## config.mk

```make
export PLATFORM = sky130hd
export DESIGN_NAME = isbsd_top
export DESIGN_NICKNAME = d
export VERILOG_FILES = /design/src/logic/isbsd_sense_slicer.v /design/src/logic/isbsd_top.v
export VERILOG_INCLUDE_DIRS = /design/src /design/src/logic
export SDC_FILE = /design/constraint.sdc
export NUM_CORES = 1
export LEC_CHECK = 0
export ABC_AREA = 1
export BUFFER_PORTS_ARGS = -buffer_cell sky130_fd_sc_hd__buf_2
export CAP_MARGIN = 40
export CORE_MARGIN = 2
export CORE_UTILIZATION = 30
export CTS_BUF_LIST = sky130_fd_sc_hd__clkbuf_2
export DETAILED_ROUTE_END_ITERATION = 10
export PLACE_DENSITY = 0.57
export REMOVE_ABC_BUFFERS = 1
export SYNTH_ARGS = -nofsm -noshare
export SYNTH_HDL_FRONTEND = slang
export SYNTH_HIERARCHICAL = 1
export SYNTH_SLANG_ARGS = --single-unit
```

## constraint.sdc

```tcl
create_clock -name clk -period 3.4 [get_ports clk]
set_input_delay 0.68 -clock clk [delete_from_list [all_inputs] [get_ports clk]]
set_output_delay 0.68 -clock clk [all_outputs]
set_load 0.02 [all_outputs]
```

## src/logic/isbsd_defs.vh

```
// register map, field layout, reset values and slice level constants
`ifndef ISBSD_DEFS_VH
`define ISBSD_DEFS_VH

// ---------------------------------------------------------------
// register indices (byte address is four times the index)
// ---------------------------------------------------------------
`define ISBSD_IDX_FMTSEL 10'h000
`define ISBSD_IDX_SENSE1 10'h05D
`define ISBSD_IDX_SENSE2 10'h05E
`define ISBSD_IDX_STATUS 10'h060
`define ISBSD_IDX_MASK 10'h061
`define ISBSD_IDX_ROUTE 10'h062

// ---------------------------------------------------------------
// field positions and reset values
// ---------------------------------------------------------------
`define ISBSD_FMTSEL_MSB 4
`define ISBSD_FMTSEL_RESET 5'h00
`define ISBSD_PWROFF_BIT 6
`define ISBSD_SLICE_MSB 4
`define ISBSD_SLICE_LSB 2
`define ISBSD_PWROFF_RESET 1'h1
`define ISBSD_SLICE_RESET 3'h3
`define ISBSD_MASK_RESET 2'h0

// ---------------------------------------------------------------
// input format codes
// ---------------------------------------------------------------
`define ISBSD_FMT_CVBS_A 5'h00
`define ISBSD_FMT_CVBS_B 5'h01
`define ISBSD_FMT_CVBS_C 5'h02
`define ISBSD_FMT_CVBS_D 5'h03
`define ISBSD_FMT_CVBS_E 5'h06
`define ISBSD_FMT_CVBS_F 5'h07
`define ISBSD_FMT_YC_A 5'h08
`define ISBSD_FMT_YC_B 5'h09
`define ISBSD_FMT_YC_C 5'h0B
`define ISBSD_FMT_COMP 5'h0C
`define ISBSD_FMT_DIFF_A 5'h0E
`define ISBSD_FMT_DIFF_B 5'h0F
`define ISBSD_FMT_DIFF_C 5'h11

// core format one-hot: composite, differential, luma/chroma, component
`define ISBSD_MODE_NONE 4'h0
`define ISBSD_MODE_CVBS 4'h1
`define ISBSD_MODE_DIFF 4'h2
`define ISBSD_MODE_YC 4'h4
`define ISBSD_MODE_COMP 4'h8

// ---------------------------------------------------------------
// slice level in millivolts: base plus step per code
// ---------------------------------------------------------------
`define ISBSD_SLICE_BASE_MV 11'h04B
`define ISBSD_SLICE_STEP_MV 11'h096

`endif

```

## src/logic/isbsd_sense_slicer.v

```verilog
// one fault sense pin: input synchroniser and slice level comparator
`timescale 1ns/1ps
`include "isbsd_defs.vh"

module isbsd_sense_slicer (
    input wire clk,
    input wire resetn,
    input wire [10:0] senseMv,
    input wire powerOff,
    input wire [2:0] sliceCode,
    output reg tripped
);

// ---------------------------------------------------------------
// three stage synchroniser with agreement
// ---------------------------------------------------------------
reg [10:0] syncA_reg;
reg [10:0] syncB_reg;
reg [10:0] syncC_reg;
reg [10:0] accepted_reg;
wire [10:0] threshold;

// digitiser word is asynchronous; accept only a settled value
always @(posedge clk) begin
    if (!resetn) begin
        syncA_reg <= 11'h000;
        syncB_reg <= 11'h000;
        syncC_reg <= 11'h000;
        accepted_reg <= 11'h000;
    end else begin
        syncA_reg <= senseMv;
        syncB_reg <= syncA_reg;
        syncC_reg <= syncB_reg;
        if (syncB_reg == syncC_reg) begin
            accepted_reg <= syncC_reg;
        end
    end
end

// slice level: 75 mV plus 150 mV per code step
assign threshold = `ISBSD_SLICE_BASE_MV + ({8'h00, sliceCode} * `ISBSD_SLICE_STEP_MV);

// powered-down slicer never trips; the synchroniser runs on, so a stale word in it can fire right after power-up
always @(posedge clk) begin
    if (!resetn) begin
        tripped <= 1'b0;
    end else begin
        tripped <= !powerOff && (accepted_reg > threshold);
    end
end

endmodule // isbsd_sense_slicer

```

## src/logic/isbsd_top.v

```verilog
// input format routing decode and battery short diagnostics with apb registers
//
// Our own choice: the APB register port.
`timescale 1ns/1ps
`include "isbsd_defs.vh"

// Behaviour
// - The input format selection is a five-bit field in bits 4:0 of the register at index 0x00.
// - The selection also tells the video processing core which of the four formats to handle.
// - A predefined scheme connects its inputs by itself and powers down every unused input channel.
// - Composite codes 00000/00001 pick inputs 1/2; further codes pick inputs 3..6 per variant.
// - Luma/chroma codes 01000, 01001 and 01011 route input pairs as the variant allows.
// - Code 01100 selects component on the six-input variant and is reserved on the four-input one.
// - Differential codes 01110, 01111 and 10001 take positive and negative input pairs per variant.
// - Each sense pin compares its divided voltage with its slice level and declares an event above it.
// - An event on either sense pin raises the hardware interrupt on the interrupt request pin.
// - Software can read which of the two sense pins saw the event.
// - After reset the diagnostics are off until software enables them.
// - Bit 6 of indices 0x5D and 0x5E powers each sense pin off, resetting to 1.
// - Bits 4:2 of each sense register set the slice level, 75 mV to 1.125 V in 150 mV steps, reset 011.
module isbsd_top #(
    parameter SIX_INPUTS = 0
) (
    input wire clk,
    input wire resetn,
    input wire psel,
    input wire penable,
    input wire pwrite,
    input wire [11:0] paddr,
    input wire [31:0] pwdata,
    output wire pready,
    output reg [31:0] prdata,
    output wire pslverr,
    input wire [10:0] firstSenseMv,
    input wire [10:0] secondSenseMv,
    output reg [3:0] coreFormat,
    output reg [5:0] channelPowerOn,
    output reg [2:0] routeFirst,
    output reg [2:0] routeSecond,
    output reg [2:0] routeThird,
    output reg routeValid,
    output wire firstSensePowerOff,
    output wire secondSensePowerOff,
    output wire [2:0] firstSenseThreshold,
    output wire [2:0] secondSenseThreshold,
    output reg irq,
    output wire interruptRequestPinN
);

// ---------------------------------------------------------------
// register state
// ---------------------------------------------------------------
reg [4:0] inputFormatSelect_reg;
reg [1:0] sensePowerOff_reg;
reg [5:0] senseThreshold_reg;
reg [1:0] status_reg;
reg [1:0] status_next;
reg [1:0] mask_reg;
reg [1:0] tripPrev_reg;
wire [1:0] tripped;
wire [21:0] senseMvAll;
wire [1:0] tripEvent;
wire [1:0] statusClear;

// ---------------------------------------------------------------
// apb decode
// ---------------------------------------------------------------
wire [9:0] regIndex;
wire setupPhase;
wire accessPhase;
wire writeEn;
wire readEn;
reg addrHit;

assign regIndex = paddr[11:2];
assign setupPhase = psel && !penable;
assign accessPhase = psel && penable;
assign writeEn = accessPhase && pwrite && addrHit;
assign readEn = accessPhase && !pwrite && addrHit;

// zero wait states keep the bus simple; every access ends in one access cycle
assign pready = 1'b1;
assign pslverr = accessPhase && !addrHit;

// index decode; byte offsets inside a word are ignored
always @* begin
    case (regIndex)
        `ISBSD_IDX_FMTSEL: addrHit = 1'b1;
        `ISBSD_IDX_SENSE1: addrHit = 1'b1;
        `ISBSD_IDX_SENSE2: addrHit = 1'b1;
        `ISBSD_IDX_STATUS: addrHit = 1'b1;
        `ISBSD_IDX_MASK: addrHit = 1'b1;
        `ISBSD_IDX_ROUTE: addrHit = 1'b1;
        default: addrHit = 1'b0;
    endcase
end

// ---------------------------------------------------------------
// writable registers
// ---------------------------------------------------------------
// software-owned fields; diagnostics start powered off
always @(posedge clk) begin
    if (!resetn) begin
        inputFormatSelect_reg <= `ISBSD_FMTSEL_RESET;
        sensePowerOff_reg <= {2{`ISBSD_PWROFF_RESET}};
        senseThreshold_reg <= {2{`ISBSD_SLICE_RESET}};
        mask_reg <= `ISBSD_MASK_RESET;
    end else if (writeEn) begin
        case (regIndex)
            `ISBSD_IDX_FMTSEL: begin
                inputFormatSelect_reg <= pwdata[`ISBSD_FMTSEL_MSB:0];
            end
            `ISBSD_IDX_SENSE1: begin
                sensePowerOff_reg[0] <= pwdata[`ISBSD_PWROFF_BIT];
                senseThreshold_reg[2:0] <= pwdata[`ISBSD_SLICE_MSB:`ISBSD_SLICE_LSB];
            end
            `ISBSD_IDX_SENSE2: begin
                sensePowerOff_reg[1] <= pwdata[`ISBSD_PWROFF_BIT];
                senseThreshold_reg[5:3] <= pwdata[`ISBSD_SLICE_MSB:`ISBSD_SLICE_LSB];
            end
            `ISBSD_IDX_MASK: begin
                mask_reg <= pwdata[1:0];
            end
            default: begin
                mask_reg <= mask_reg;
            end
        endcase
    end
end

assign firstSensePowerOff = sensePowerOff_reg[0];
assign secondSensePowerOff = sensePowerOff_reg[1];
assign firstSenseThreshold = senseThreshold_reg[2:0];
assign secondSenseThreshold = senseThreshold_reg[5:3];

// ---------------------------------------------------------------
// sense pins
// ---------------------------------------------------------------
assign senseMvAll = {secondSenseMv, firstSenseMv};

// one slicer per pin; the slicer only trips while its pin is powered
genvar gi;
generate
    for (gi = 0; gi < 2; gi = gi + 1) begin : senseLane
        isbsd_sense_slicer slicer (
            .clk(clk),
            .resetn(resetn),
            .senseMv(senseMvAll[gi*11 +: 11]),
            .powerOff(sensePowerOff_reg[gi]),
            .sliceCode(senseThreshold_reg[gi*3 +: 3]),
            .tripped(tripped[gi])
        );
        // a new crossing of the slice level is one event
        assign tripEvent[gi] = tripped[gi] && !tripPrev_reg[gi];
    end
endgenerate

// edge history for event detection
always @(posedge clk) begin
    if (!resetn) begin
        tripPrev_reg <= 2'h0;
    end else begin
        tripPrev_reg <= tripped;
    end
end

// ---------------------------------------------------------------
// sticky status and interrupt
// ---------------------------------------------------------------
// a read clears only the bits it returned, so an event landing in the setup cycle is not lost
assign statusClear = (readEn && regIndex == `ISBSD_IDX_STATUS) ? prdata[1:0] : 2'h0;

// a new event in the clearing cycle survives: set wins over clear
always @* begin
    status_next = (status_reg & ~statusClear) | tripEvent;
end

always @(posedge clk) begin
    if (!resetn) begin
        status_reg <= 2'h0;
    end else begin
        status_reg <= status_next;
    end
end

// level interrupt while any unmasked event flag stands
always @(posedge clk) begin
    if (!resetn) begin
        irq <= 1'b0;
    end else begin
        irq <= |(status_next & mask_reg);
    end
end

// pin is active low
assign interruptRequestPinN = ~irq;

// ---------------------------------------------------------------
// input routing decode
// ---------------------------------------------------------------
reg [3:0] coreFormat_next;
wire [5:0] channelPowerOn_next;
reg [2:0] routeFirst_next;
reg [2:0] routeSecond_next;
reg [2:0] routeThird_next;
reg routeValid_next;

// reserved codes leave every channel down and report no valid route;
// inputs are numbered 1..6, zero means not connected
always @* begin
    coreFormat_next = `ISBSD_MODE_NONE;
    routeFirst_next = 3'h0;
    routeSecond_next = 3'h0;
    routeThird_next = 3'h0;
    case (inputFormatSelect_reg)
        `ISBSD_FMT_CVBS_A: begin
            coreFormat_next = `ISBSD_MODE_CVBS;
            routeFirst_next = 3'h1;
        end
        `ISBSD_FMT_CVBS_B: begin
            coreFormat_next = `ISBSD_MODE_CVBS;
            routeFirst_next = 3'h2;
        end
        `ISBSD_FMT_CVBS_C: begin
            if (SIX_INPUTS != 0) begin
                coreFormat_next = `ISBSD_MODE_CVBS;
                routeFirst_next = 3'h3;
            end
        end
        `ISBSD_FMT_CVBS_D: begin
            if (SIX_INPUTS != 0) begin
                coreFormat_next = `ISBSD_MODE_CVBS;
                routeFirst_next = 3'h4;
            end
        end
        `ISBSD_FMT_CVBS_E: begin
            coreFormat_next = `ISBSD_MODE_CVBS;
            routeFirst_next = (SIX_INPUTS != 0) ? 3'h5 : 3'h3;
        end
        `ISBSD_FMT_CVBS_F: begin
            coreFormat_next = `ISBSD_MODE_CVBS;
            routeFirst_next = (SIX_INPUTS != 0) ? 3'h6 : 3'h4;
        end
        `ISBSD_FMT_YC_A: begin
            coreFormat_next = `ISBSD_MODE_YC;
            routeFirst_next = 3'h1;
            routeSecond_next = 3'h2;
        end
        `ISBSD_FMT_YC_B: begin
            if (SIX_INPUTS != 0) begin
                coreFormat_next = `ISBSD_MODE_YC;
                routeFirst_next = 3'h3;
                routeSecond_next = 3'h4;
            end
        end
        `ISBSD_FMT_YC_C: begin
            coreFormat_next = `ISBSD_MODE_YC;
            routeFirst_next = (SIX_INPUTS != 0) ? 3'h5 : 3'h3;
            routeSecond_next = (SIX_INPUTS != 0) ? 3'h6 : 3'h4;
        end
        `ISBSD_FMT_COMP: begin
            // four-input variant needs manual muxing, outside this block
            if (SIX_INPUTS != 0) begin
                coreFormat_next = `ISBSD_MODE_COMP;
                routeFirst_next = 3'h1;
                routeSecond_next = 3'h2;
                routeThird_next = 3'h3;
            end
        end
        `ISBSD_FMT_DIFF_A: begin
            coreFormat_next = `ISBSD_MODE_DIFF;
            routeFirst_next = 3'h1;
            routeSecond_next = 3'h2;
        end
        `ISBSD_FMT_DIFF_B: begin
            if (SIX_INPUTS != 0) begin
                coreFormat_next = `ISBSD_MODE_DIFF;
                routeFirst_next = 3'h3;
                routeSecond_next = 3'h4;
            end
        end
        `ISBSD_FMT_DIFF_C: begin
            coreFormat_next = `ISBSD_MODE_DIFF;
            routeFirst_next = (SIX_INPUTS != 0) ? 3'h5 : 3'h3;
            routeSecond_next = (SIX_INPUTS != 0) ? 3'h6 : 3'h4;
        end
        default: begin
            coreFormat_next = `ISBSD_MODE_NONE;
        end
    endcase
    routeValid_next = (coreFormat_next != `ISBSD_MODE_NONE);
end

// power only the channels the chosen scheme uses
genvar ci;
generate
    for (ci = 0; ci < 6; ci = ci + 1) begin : chanPower
        assign channelPowerOn_next[ci] = (routeFirst_next == ci + 1) || (routeSecond_next == ci + 1)
            || (routeThird_next == ci + 1);
    end
endgenerate

// routing outputs come from flops so the analog mux sees clean levels
always @(posedge clk) begin
    if (!resetn) begin
        coreFormat <= `ISBSD_MODE_NONE;
        channelPowerOn <= 6'h00;
        routeFirst <= 3'h0;
        routeSecond <= 3'h0;
        routeThird <= 3'h0;
        routeValid <= 1'b0;
    end else begin
        coreFormat <= coreFormat_next;
        channelPowerOn <= channelPowerOn_next;
        routeFirst <= routeFirst_next;
        routeSecond <= routeSecond_next;
        routeThird <= routeThird_next;
        routeValid <= routeValid_next;
    end
end

// ---------------------------------------------------------------
// read data
// ---------------------------------------------------------------
reg [31:0] readMux;

// unused bits read as zero
always @* begin
    readMux = 32'h00000000;
    case (regIndex)
        `ISBSD_IDX_FMTSEL: readMux[4:0] = inputFormatSelect_reg;
        `ISBSD_IDX_SENSE1: begin
            readMux[`ISBSD_PWROFF_BIT] = sensePowerOff_reg[0];
            readMux[`ISBSD_SLICE_MSB:`ISBSD_SLICE_LSB] = senseThreshold_reg[2:0];
        end
        `ISBSD_IDX_SENSE2: begin
            readMux[`ISBSD_PWROFF_BIT] = sensePowerOff_reg[1];
            readMux[`ISBSD_SLICE_MSB:`ISBSD_SLICE_LSB] = senseThreshold_reg[5:3];
        end
        `ISBSD_IDX_STATUS: begin
            readMux[1:0] = status_reg;
            readMux[5:4] = tripped;
        end
        `ISBSD_IDX_MASK: readMux[1:0] = mask_reg;
        `ISBSD_IDX_ROUTE: begin
            readMux[3:0] = coreFormat;
            readMux[4] = routeValid;
            readMux[13:8] = channelPowerOn;
            readMux[18:16] = routeFirst;
            readMux[22:20] = routeSecond;
            readMux[26:24] = routeThird;
        end
        default: readMux = 32'h00000000;
    endcase
end

// captured in the setup cycle, so it is stable through the access cycle
always @(posedge clk) begin
    if (!resetn) begin
        prdata <= 32'h00000000;
    end else if (setupPhase && !pwrite) begin
        prdata <= readMux;
    end
end

endmodule // isbsd_top

```

; Word-level counts from Yosys, hierarchy flattened
; Cells that the tools add are included.
[classes]
add_sub_neg = 2
mul = 2
n_lt_le_gt_ge = 2
eq_ne = 26
muxes = 13
n_bitwise = 5
n_reduce_logical = 42
[op_table]
columns = op, count
row1 = $eq A10 B7 Y1 const B, 5
row2 = $add A7 B11 Y11 const A, 2
row3 = $eq A11 B11 Y1, 2
row4 = $gt A11 B11 Y1, 2
row5 = $mul A3 B7 Y10 const B, 2
row6 = $eq A3 B3 Y1 const B, 6
row7 = $pmux W2 S4, 2
row8 = $eq A5 B4 Y1 const B, 3
row9 = $logic_and A1 B1 Y1, 13
row10 = $eq A3 B2 Y1 const B, 4
row11 = $pmux W3 S4, 1
row12 = $eq A5 B3 Y1 const B, 2
row13 = $logic_not A10 Y1, 1
row14 = $reduce_or A2 Y1, 5
row15 = $pmux W3 S3, 1
row16 = $reduce_and A2 Y1, 4
row17 = $logic_not A1 Y1, 7
row18 = $eq A3 B1 Y1 const B, 2
row19 = $logic_or A1 B1 Y1, 6
row20 = $mux W3, 2
row21 = $mux W6, 1
row22 = $pmux W3 S2, 1
row23 = $reduce_or A3 Y1, 2
row24 = $reduce_or A6 Y1, 1
row25 = other kinds (13), 15
[totals]
reg_bits = 146
in_bits = 71
out_inout_bits = 64
elab_cells = 117

; Depth between registers and ports, before layout
[depth]
ltp_word = 11
mapped_depth = 19
ltp_nobuf = 19

; Modules after synthesis
; The synthesis kept the hierarchy.
[modules_own_cells]
columns = mod, instances, cells_per_inst, area_per_inst_um2, seq_area_each_um2
row1 = isbsd_top, 1, 346, 2605.0, 1061.0
row2 = isbsd_sense_slicer (senseLane[0].slicer), 1, 293, 2244.7, 900.9
row3 = isbsd_sense_slicer (senseLane[1].slicer), 1, 293, 2239.6, 900.9

; Least setup slack after synthesis
; No wires, ideal clock.
[synth_path]
path_kind = register to register
startpoint = register senseThreshold_reg[1]
endpoint = register senseLane[0].slicer.tripped
setup_time_ns = 0.110
arrival_ns = 2.895
t_required_ns = 3.290
path_slack_ns = 0.395
stages_incl_launch_ff = 18
path_buffers = 0
synth_period_minus_slack_ns = 3.005
cell_sequence = dfxtp_1 > ha_1 > ha_1 > inv_1 > fa_1 > nor2_1 > nand2_1 > nand2_1 > nand3_1 > xor2_1 > ha_1 > nand2_1 > nor2_1 > nand2_1 > o21ai_0 > inv_1 > nand3_1 > inv_1
[synth_between]
elab_chain_cells = 4
[synth_rtl]
columns = item, line_no
row1 = from (decl), isbsd_top.v:55  ; reg [5:0] senseThreshold_reg;
row2 = from (signal assigned), isbsd_top.v:106  ; senseThreshold_reg <= {2{`ISBSD_SLICE_RESET}};
row3 = from (signal assigned), isbsd_top.v:115  ; senseThreshold_reg[2:0] <= pwdata[`ISBSD_SLICE_MSB:`ISBSD_SLICE_LSB];
row4 = $mul A3 B7 Y10 (no line), --
row5 = $add A7 B11 Y11 (no line), --
row6 = $gt A11 B11 Y1, isbsd_sense_slicer.v:48  ; tripped <= !powerOff && (accepted_reg > threshold);
row7 = $logic_and A1 B1 Y1, isbsd_sense_slicer.v:48
row8 = to (signal assigned), isbsd_sense_slicer.v:48
row9 = to (decl), isbsd_sense_slicer.v:11  ; output reg tripped
; Every way passes these cells.
; A chain may end at the register's enable or synchronous reset.

; Worst setup path in the final report
[layout_path]
startpoint = register senseThreshold_reg[4]
endpoint = register senseLane[1].slicer.tripped
[layout_between]
elab_chain_cells = 4
[layout_rtl]
columns = item, line_no
row1 = from (signal assigned), isbsd_top.v:106
row2 = from (signal assigned), isbsd_top.v:119  ; senseThreshold_reg[5:3] <= pwdata[`ISBSD_SLICE_MSB:`ISBSD_SLICE_LSB];
row3 = $mul A3 B7 Y10 (no line), --
row4 = $add A7 B11 Y11 (no line), --
row5 = $gt A11 B11 Y1, isbsd_sense_slicer.v:48
row6 = $logic_and A1 B1 Y1, isbsd_sense_slicer.v:48
row7 = to (signal assigned), isbsd_sense_slicer.v:48
row8 = to (decl), isbsd_sense_slicer.v:11
; Every way passes these cells.

==> report_table.html <==
<table>
<tr><th>Metric</th><th>Value</th></tr>
<tr><th colspan="2">Worst setup path</th></tr>
<tr><td>Capturing element type of the critical path</td><td>flop</td></tr>
<tr><td>Arrival time at the worst endpoint</td><td>3.72 ns</td></tr>
<tr><td>Nature of the critical path startpoint</td><td>flop</td></tr>
<tr><td>Worst setup path category</td><td>reg2reg</td></tr>
<tr><td>Worst reg2reg path startpoint</td><td>senseThreshold_reg[4]</td></tr>
<tr><td>Required time at the endpoint of the critical path</td><td>4.05 ns</td></tr>
<tr><td>Reg-to-reg critical path endpoint</td><td>senseLane[1].slicer/tripped</td></tr>
<tr><td>Biggest fanout along the worst timing path</td><td>7</td></tr>
<tr><td>R2R cell count</td><td>17</td></tr>
<tr><td>Minimum setup slack among reg-to-reg paths</td><td>0.33 ns</td></tr>
<tr><th colspan="2">Yosys</th></tr>
<tr><td>Library cell with the highest instance count after synthesis</td><td>nand2_1</td></tr>
<tr><td>Post-Synthesis Cells</td><td>932</td></tr>
<tr><td>Yosys top cell by area</td><td>dfxtp_1</td></tr>
<tr><td>Flop and latch count out of synthesis</td><td>143</td></tr>
<tr><td>Yosys synthesis warning count</td><td>6</td></tr>
<tr><td>Commonest cells in the netlist</td><td>nand2_1, inv_1, dfxtp_1, nor2_1, nand3_1</td></tr>
<tr><td>Largest family of logic cells by synthesized area</td><td>simple AND/OR/NAND/NOR gates</td></tr>
<tr><td>Ys async rst share</td><td>0%</td></tr>
<tr><td>Number of synthesized flops with an enable pin</td><td>0</td></tr>
<tr><td>Unique cell type count in the Yosys netlist</td><td>42</td></tr>
<tr><td>Top-area cell type share of the netlist area</td><td>40.4%</td></tr>
<tr><td>Post-Synth Simple-Gate Area</td><td>27.7%</td></tr>
<tr><td>Adder-Cell Fraction of Synth Area</td><td>6.92%</td></tr>
<tr><td>Xor/xnor cell area share of the yosys netlist</td><td>between 4 and 5%</td></tr>
<tr><td>Share of synthesized area spent on multiplexers</td><td>0%</td></tr>
<tr><td>Biggest area contributors in the synthesized netlist</td><td>dfxtp_1, nand2_1, inv_1</td></tr>
<tr><td>Sequential element share of the synthesized area</td><td>40.4%</td></tr>
<tr><td>Share of the synthesized area in compound gates (AO/OA/AOI/OAI)</td><td>between 7 and 8%</td></tr>
<tr><td>Mapped Avg Cell Area</td><td>7.61 µm²</td></tr>
<tr><td>Leading register cell type out of synthesis</td><td>dfxtp_1</td></tr>
<tr><td>Area of the mapped netlist</td><td>7090 µm²</td></tr>
<tr><th colspan="2">Floorplanning</th></tr>
<tr><td>Standard-cell rows</td><td>56</td></tr>
<tr><td>Die W</td><td>158 µm</td></tr>
<tr><td>Starting utilization of the core area</td><td>30.4%</td></tr>
<tr><td>Number of top-level pins</td><td>approximately 140</td></tr>
<tr><td>Die outline area</td><td>around 25000 µm²</td></tr>
<tr><td>Die height</td><td>approximately 160 µm</td></tr>
<tr><td>Core area</td><td>23300 µm²</td></tr>
<tr><th colspan="2">STA</th></tr>
<tr><td>Setup repair after global routing missed its margin</td><td>no</td></tr>
<tr><td>Tightest Pin Transition</td><td>0.855 ns</td></tr>
<tr><td>Setup TNS after final layout</td><td>0 ns</td></tr>
<tr><td>Number of setup violations in the final report</td><td>0</td></tr>
<tr><td>Post-layout min period</td><td>approximately 3.1 ns</td></tr>
<tr><td>Final hold violation count</td><td>0</td></tr>
<tr><td>Max Clk Rate</td><td>326 MHz</td></tr>
<tr><td>Relative slew slack</td><td>42.9%</td></tr>
<tr><td>Min setup slack post-route</td><td>0.331 ns</td></tr>
<tr><td>Max-slew violation count</td><td>0</td></tr>
<tr><td>Final period util</td><td>around 90%</td></tr>
<tr><td>Setup Skew</td><td>between 0.03 and 0.04 ns</td></tr>
<tr><th colspan="2">Global route</th></tr>
<tr><td>Pin count of the biggest net entering global routing</td><td>74</td></tr>
<tr><td>Wire length of the first global-routing pass</td><td>24000 µm</td></tr>
<tr><td>Via count of the first global-routing pass</td><td>5177</td></tr>
<tr><td>Number of antenna violations at the first check in global routing</td><td>1</td></tr>
<tr><td>Global-route usage over all layers</td><td>roughly an eighth</td></tr>
<tr><td>Leftover overflow at the end of global routing</td><td>0</td></tr>
<tr><th colspan="2">Clock tree</th></tr>
<tr><td>Number of CTS-inserted buffers</td><td>17</td></tr>
<tr><td>Clock latency of the later-clocked register in the worst-skew pair</td><td>0.70 ns</td></tr>
<tr><td>CTS max path bufs</td><td>2</td></tr>
<tr><td>CTS clk-pin slew, worst paths</td><td>0.23 ns</td></tr>
<tr><td>Clk sink count</td><td>about 140</td></tr>
<tr><td>Clock tree root driver cell</td><td>clkbuf_2</td></tr>
<tr><td>Number of H-tree levels</td><td>4</td></tr>
<tr><td>TritonCTS clock tree</td><td>done</td></tr>
<tr><th colspan="2">Detailed routing</th></tr>
<tr><td>Detail Route Antenna Nets</td><td>0</td></tr>
<tr><td>Post-detailed-route via-to-cell ratio</td><td>4.19</td></tr>
<tr><td>Number of vias in the routed layout</td><td>5659</td></tr>
<tr><td>Initial DRT Pass Iterations</td><td>6</td></tr>
<tr><td>Starting DRT DRC Count</td><td>between 200 and 300</td></tr>
<tr><td>WL final</td><td>14200 µm</td></tr>
<tr><td>DR WL/cell</td><td>10.5 µm</td></tr>
<tr><td>Post-route DRC violation count</td><td>0</td></tr>
<tr><th colspan="2">Min path</th></tr>
<tr><td>Hold Startpoint</td><td>firstSenseMv[5]</td></tr>
<tr><td>Worst Hold Endpoint</td><td>senseLane[0].slicer/syncA_reg[5]</td></tr>
<tr><td>Worst hold-check path type</td><td>in2reg</td></tr>
<tr><td>WHS Path Cells</td><td>3</td></tr>
<tr><th colspan="2">Power and ir drop</th></tr>
<tr><td>Pwr/cell area</td><td>407 nW/µm²</td></tr>
<tr><td>Maximum VDD drop</td><td>0.188 mV</td></tr>
<tr><td>Final Total Pwr</td><td>3260 µW</td></tr>
<tr><td>Leak pwr</td><td>0.00421 µW</td></tr>
<tr><th colspan="2">Final layout</th></tr>
<tr><td>Final Instance Count excl. Fillers</td><td>1350</td></tr>
<tr><td>Area Growth Syn to Fin</td><td>12.8%</td></tr>
<tr><td>Total of fill cells in the finished design</td><td>between 2000 and 2500</td></tr>
<tr><td>Final Instance Area</td><td>about 8000 µm²</td></tr>
<tr><td>Area of the multi-input gates</td><td>3360 µm²</td></tr>
<tr><td>Total Nets Final</td><td>about 1100</td></tr>
<tr><td>Layout cells sized above 1</td><td>between 15 and 20%</td></tr>
<tr><td>Combined flip-flop and latch cell area</td><td>roughly 2900 µm²</td></tr>
<tr><th colspan="2">Placement</th></tr>
<tr><td>Post-detailed-placement cell area</td><td>just under 8000 µm²</td></tr>
<tr><td>Global placer's final weighted congestion</td><td>a little under 0.8</td></tr>
<tr><td>Worst setup slack before clock tree synthesis</td><td>0.306 ns</td></tr>
<tr><td>Cells after DPL</td><td>1316</td></tr>
<tr><td>Port Buf Inserts</td><td>between 80 and 90</td></tr>
<tr><td>Post-detailed-placement half-perimeter wirelength</td><td>about 10000 µm</td></tr>
<tr><th colspan="2">Status</th></tr>
<tr><td>Result of the run</td><td>finished clean</td></tr>
<tr><th colspan="2">Run</th></tr>
<tr><td>Number of violations of the max-capacitance limit</td><td>0</td></tr>
</table>
worst max-delay path by stage:
| stage | slack [ns] | end | start | depth (start not counted) |
|---|---|---|---|---|
| after global placement | 0.35 | senseLane[0].slicer/tripped | senseThreshold_reg[1] | 17 |
| after floorplan | 0.40 | senseLane[0].slicer/tripped | senseThreshold_reg[1] | 17 |
| final | 0.33 | senseLane[1].slicer/tripped | senseThreshold_reg[4] | 17 |
| after detailed placement | 0.31 | senseLane[0].slicer/tripped | senseThreshold_reg[1] | 17 |
| after global routing | 0.02 | senseLane[0].slicer/tripped | senseThreshold_reg[1] | 17 |
| after CTS | 0.24 | senseLane[1].slicer/tripped | senseThreshold_reg[5] | 17 |
metrics by stage:
step | hold slack [ns] | utilization (%)
final | 0.142 | 34.3
after global routing | 0.00410 | 34.3
after CTS | 0.00694 | 34.2
after detailed placement | 0.395 | 33.0
after global placement | 0.392 | 33.0
after floorplan | 0.390 | -
critical path, stage by stage (launching register included):
cell and delay [ns]:
dfxtp_2 0.42, ha_1 0.30, ha_1 0.21, inv_1 0.07
fa_1 0.46, nor2_1 0.19, nand2_1 0.07, nand2_1 0.12
nand3_1 0.09, xor2_1 0.16, ha_1 0.28, nand2_1 0.06
nor2_1 0.14, nand2_1 0.08, a21oi_1 0.12, nand3b_1 0.12
nand3_1 0.08, inv_1 0.05
area by class of cell:
class / instances / share of cell area (%)
multi-input cells: 603 / 41.9
flip-flops and latches: 143 / 35.9
inverters: 158 / 7.41
repair buffers: 94 / 6.35
well taps: 319 / 4.99
clock inverters: 13 / 2.21
clock buffers: 19 / 1.19
diodes: 1 / 0.0313
where the power goes:
group	internal, µW	switching (µW)
Clock	434	667
Combinational	132	239
Sequential	1750	37.7
Total	2320	944
cells in the final DEF, fill, tap and decap left out, drive strengths merged, types with 3 or more instances in the layout:
cell type  instances
nand2            239
nand4             14
o21ai             20
nor2              90
buf               93
clkbuf            19
xnor2             18
bufinv             3
a21oi             56
nand3             65
ha                36
nor3               7
inv              164
conb              22
xor2              16
o21bai             4
dfxtp            143
clkinvlp           3
layer usage:
| layer | global-route usage (%) | wire [µm] | up-vias |
|---|---|---|---|
| met3 | 3.23 | 686 | 12 |
| met5 | 0 | 0 | - |
| met2 | 19.3 | 6490 | 106 |
| met1 | 15.5 | 6820 | 2545 |
| li1 | - | - | 2996 |
| met4 | 4.46 | 218 | 0 |
cell families (layout without fill, tap and decap cells):
family                     Yosys count  count (layout)
AOI/OAI and AO/OA                   89              89
xor gates and xnor gates            34              34
adders and majority gates           38              38
buffers and inverters              206             284
DFF                                143             143
other                                2              23
and+or+nand+nor                    420             420
what timing repair did:
item | in CTS | in global routing
resized for setup | 0 | 6
setup endpoints to repair | 0 | 2
setup buffers | 0 | 0
hold buffers | 0 | 1
endpoints found under the hold margin | 0 | 1
Power figures use the tool's default switching activity.
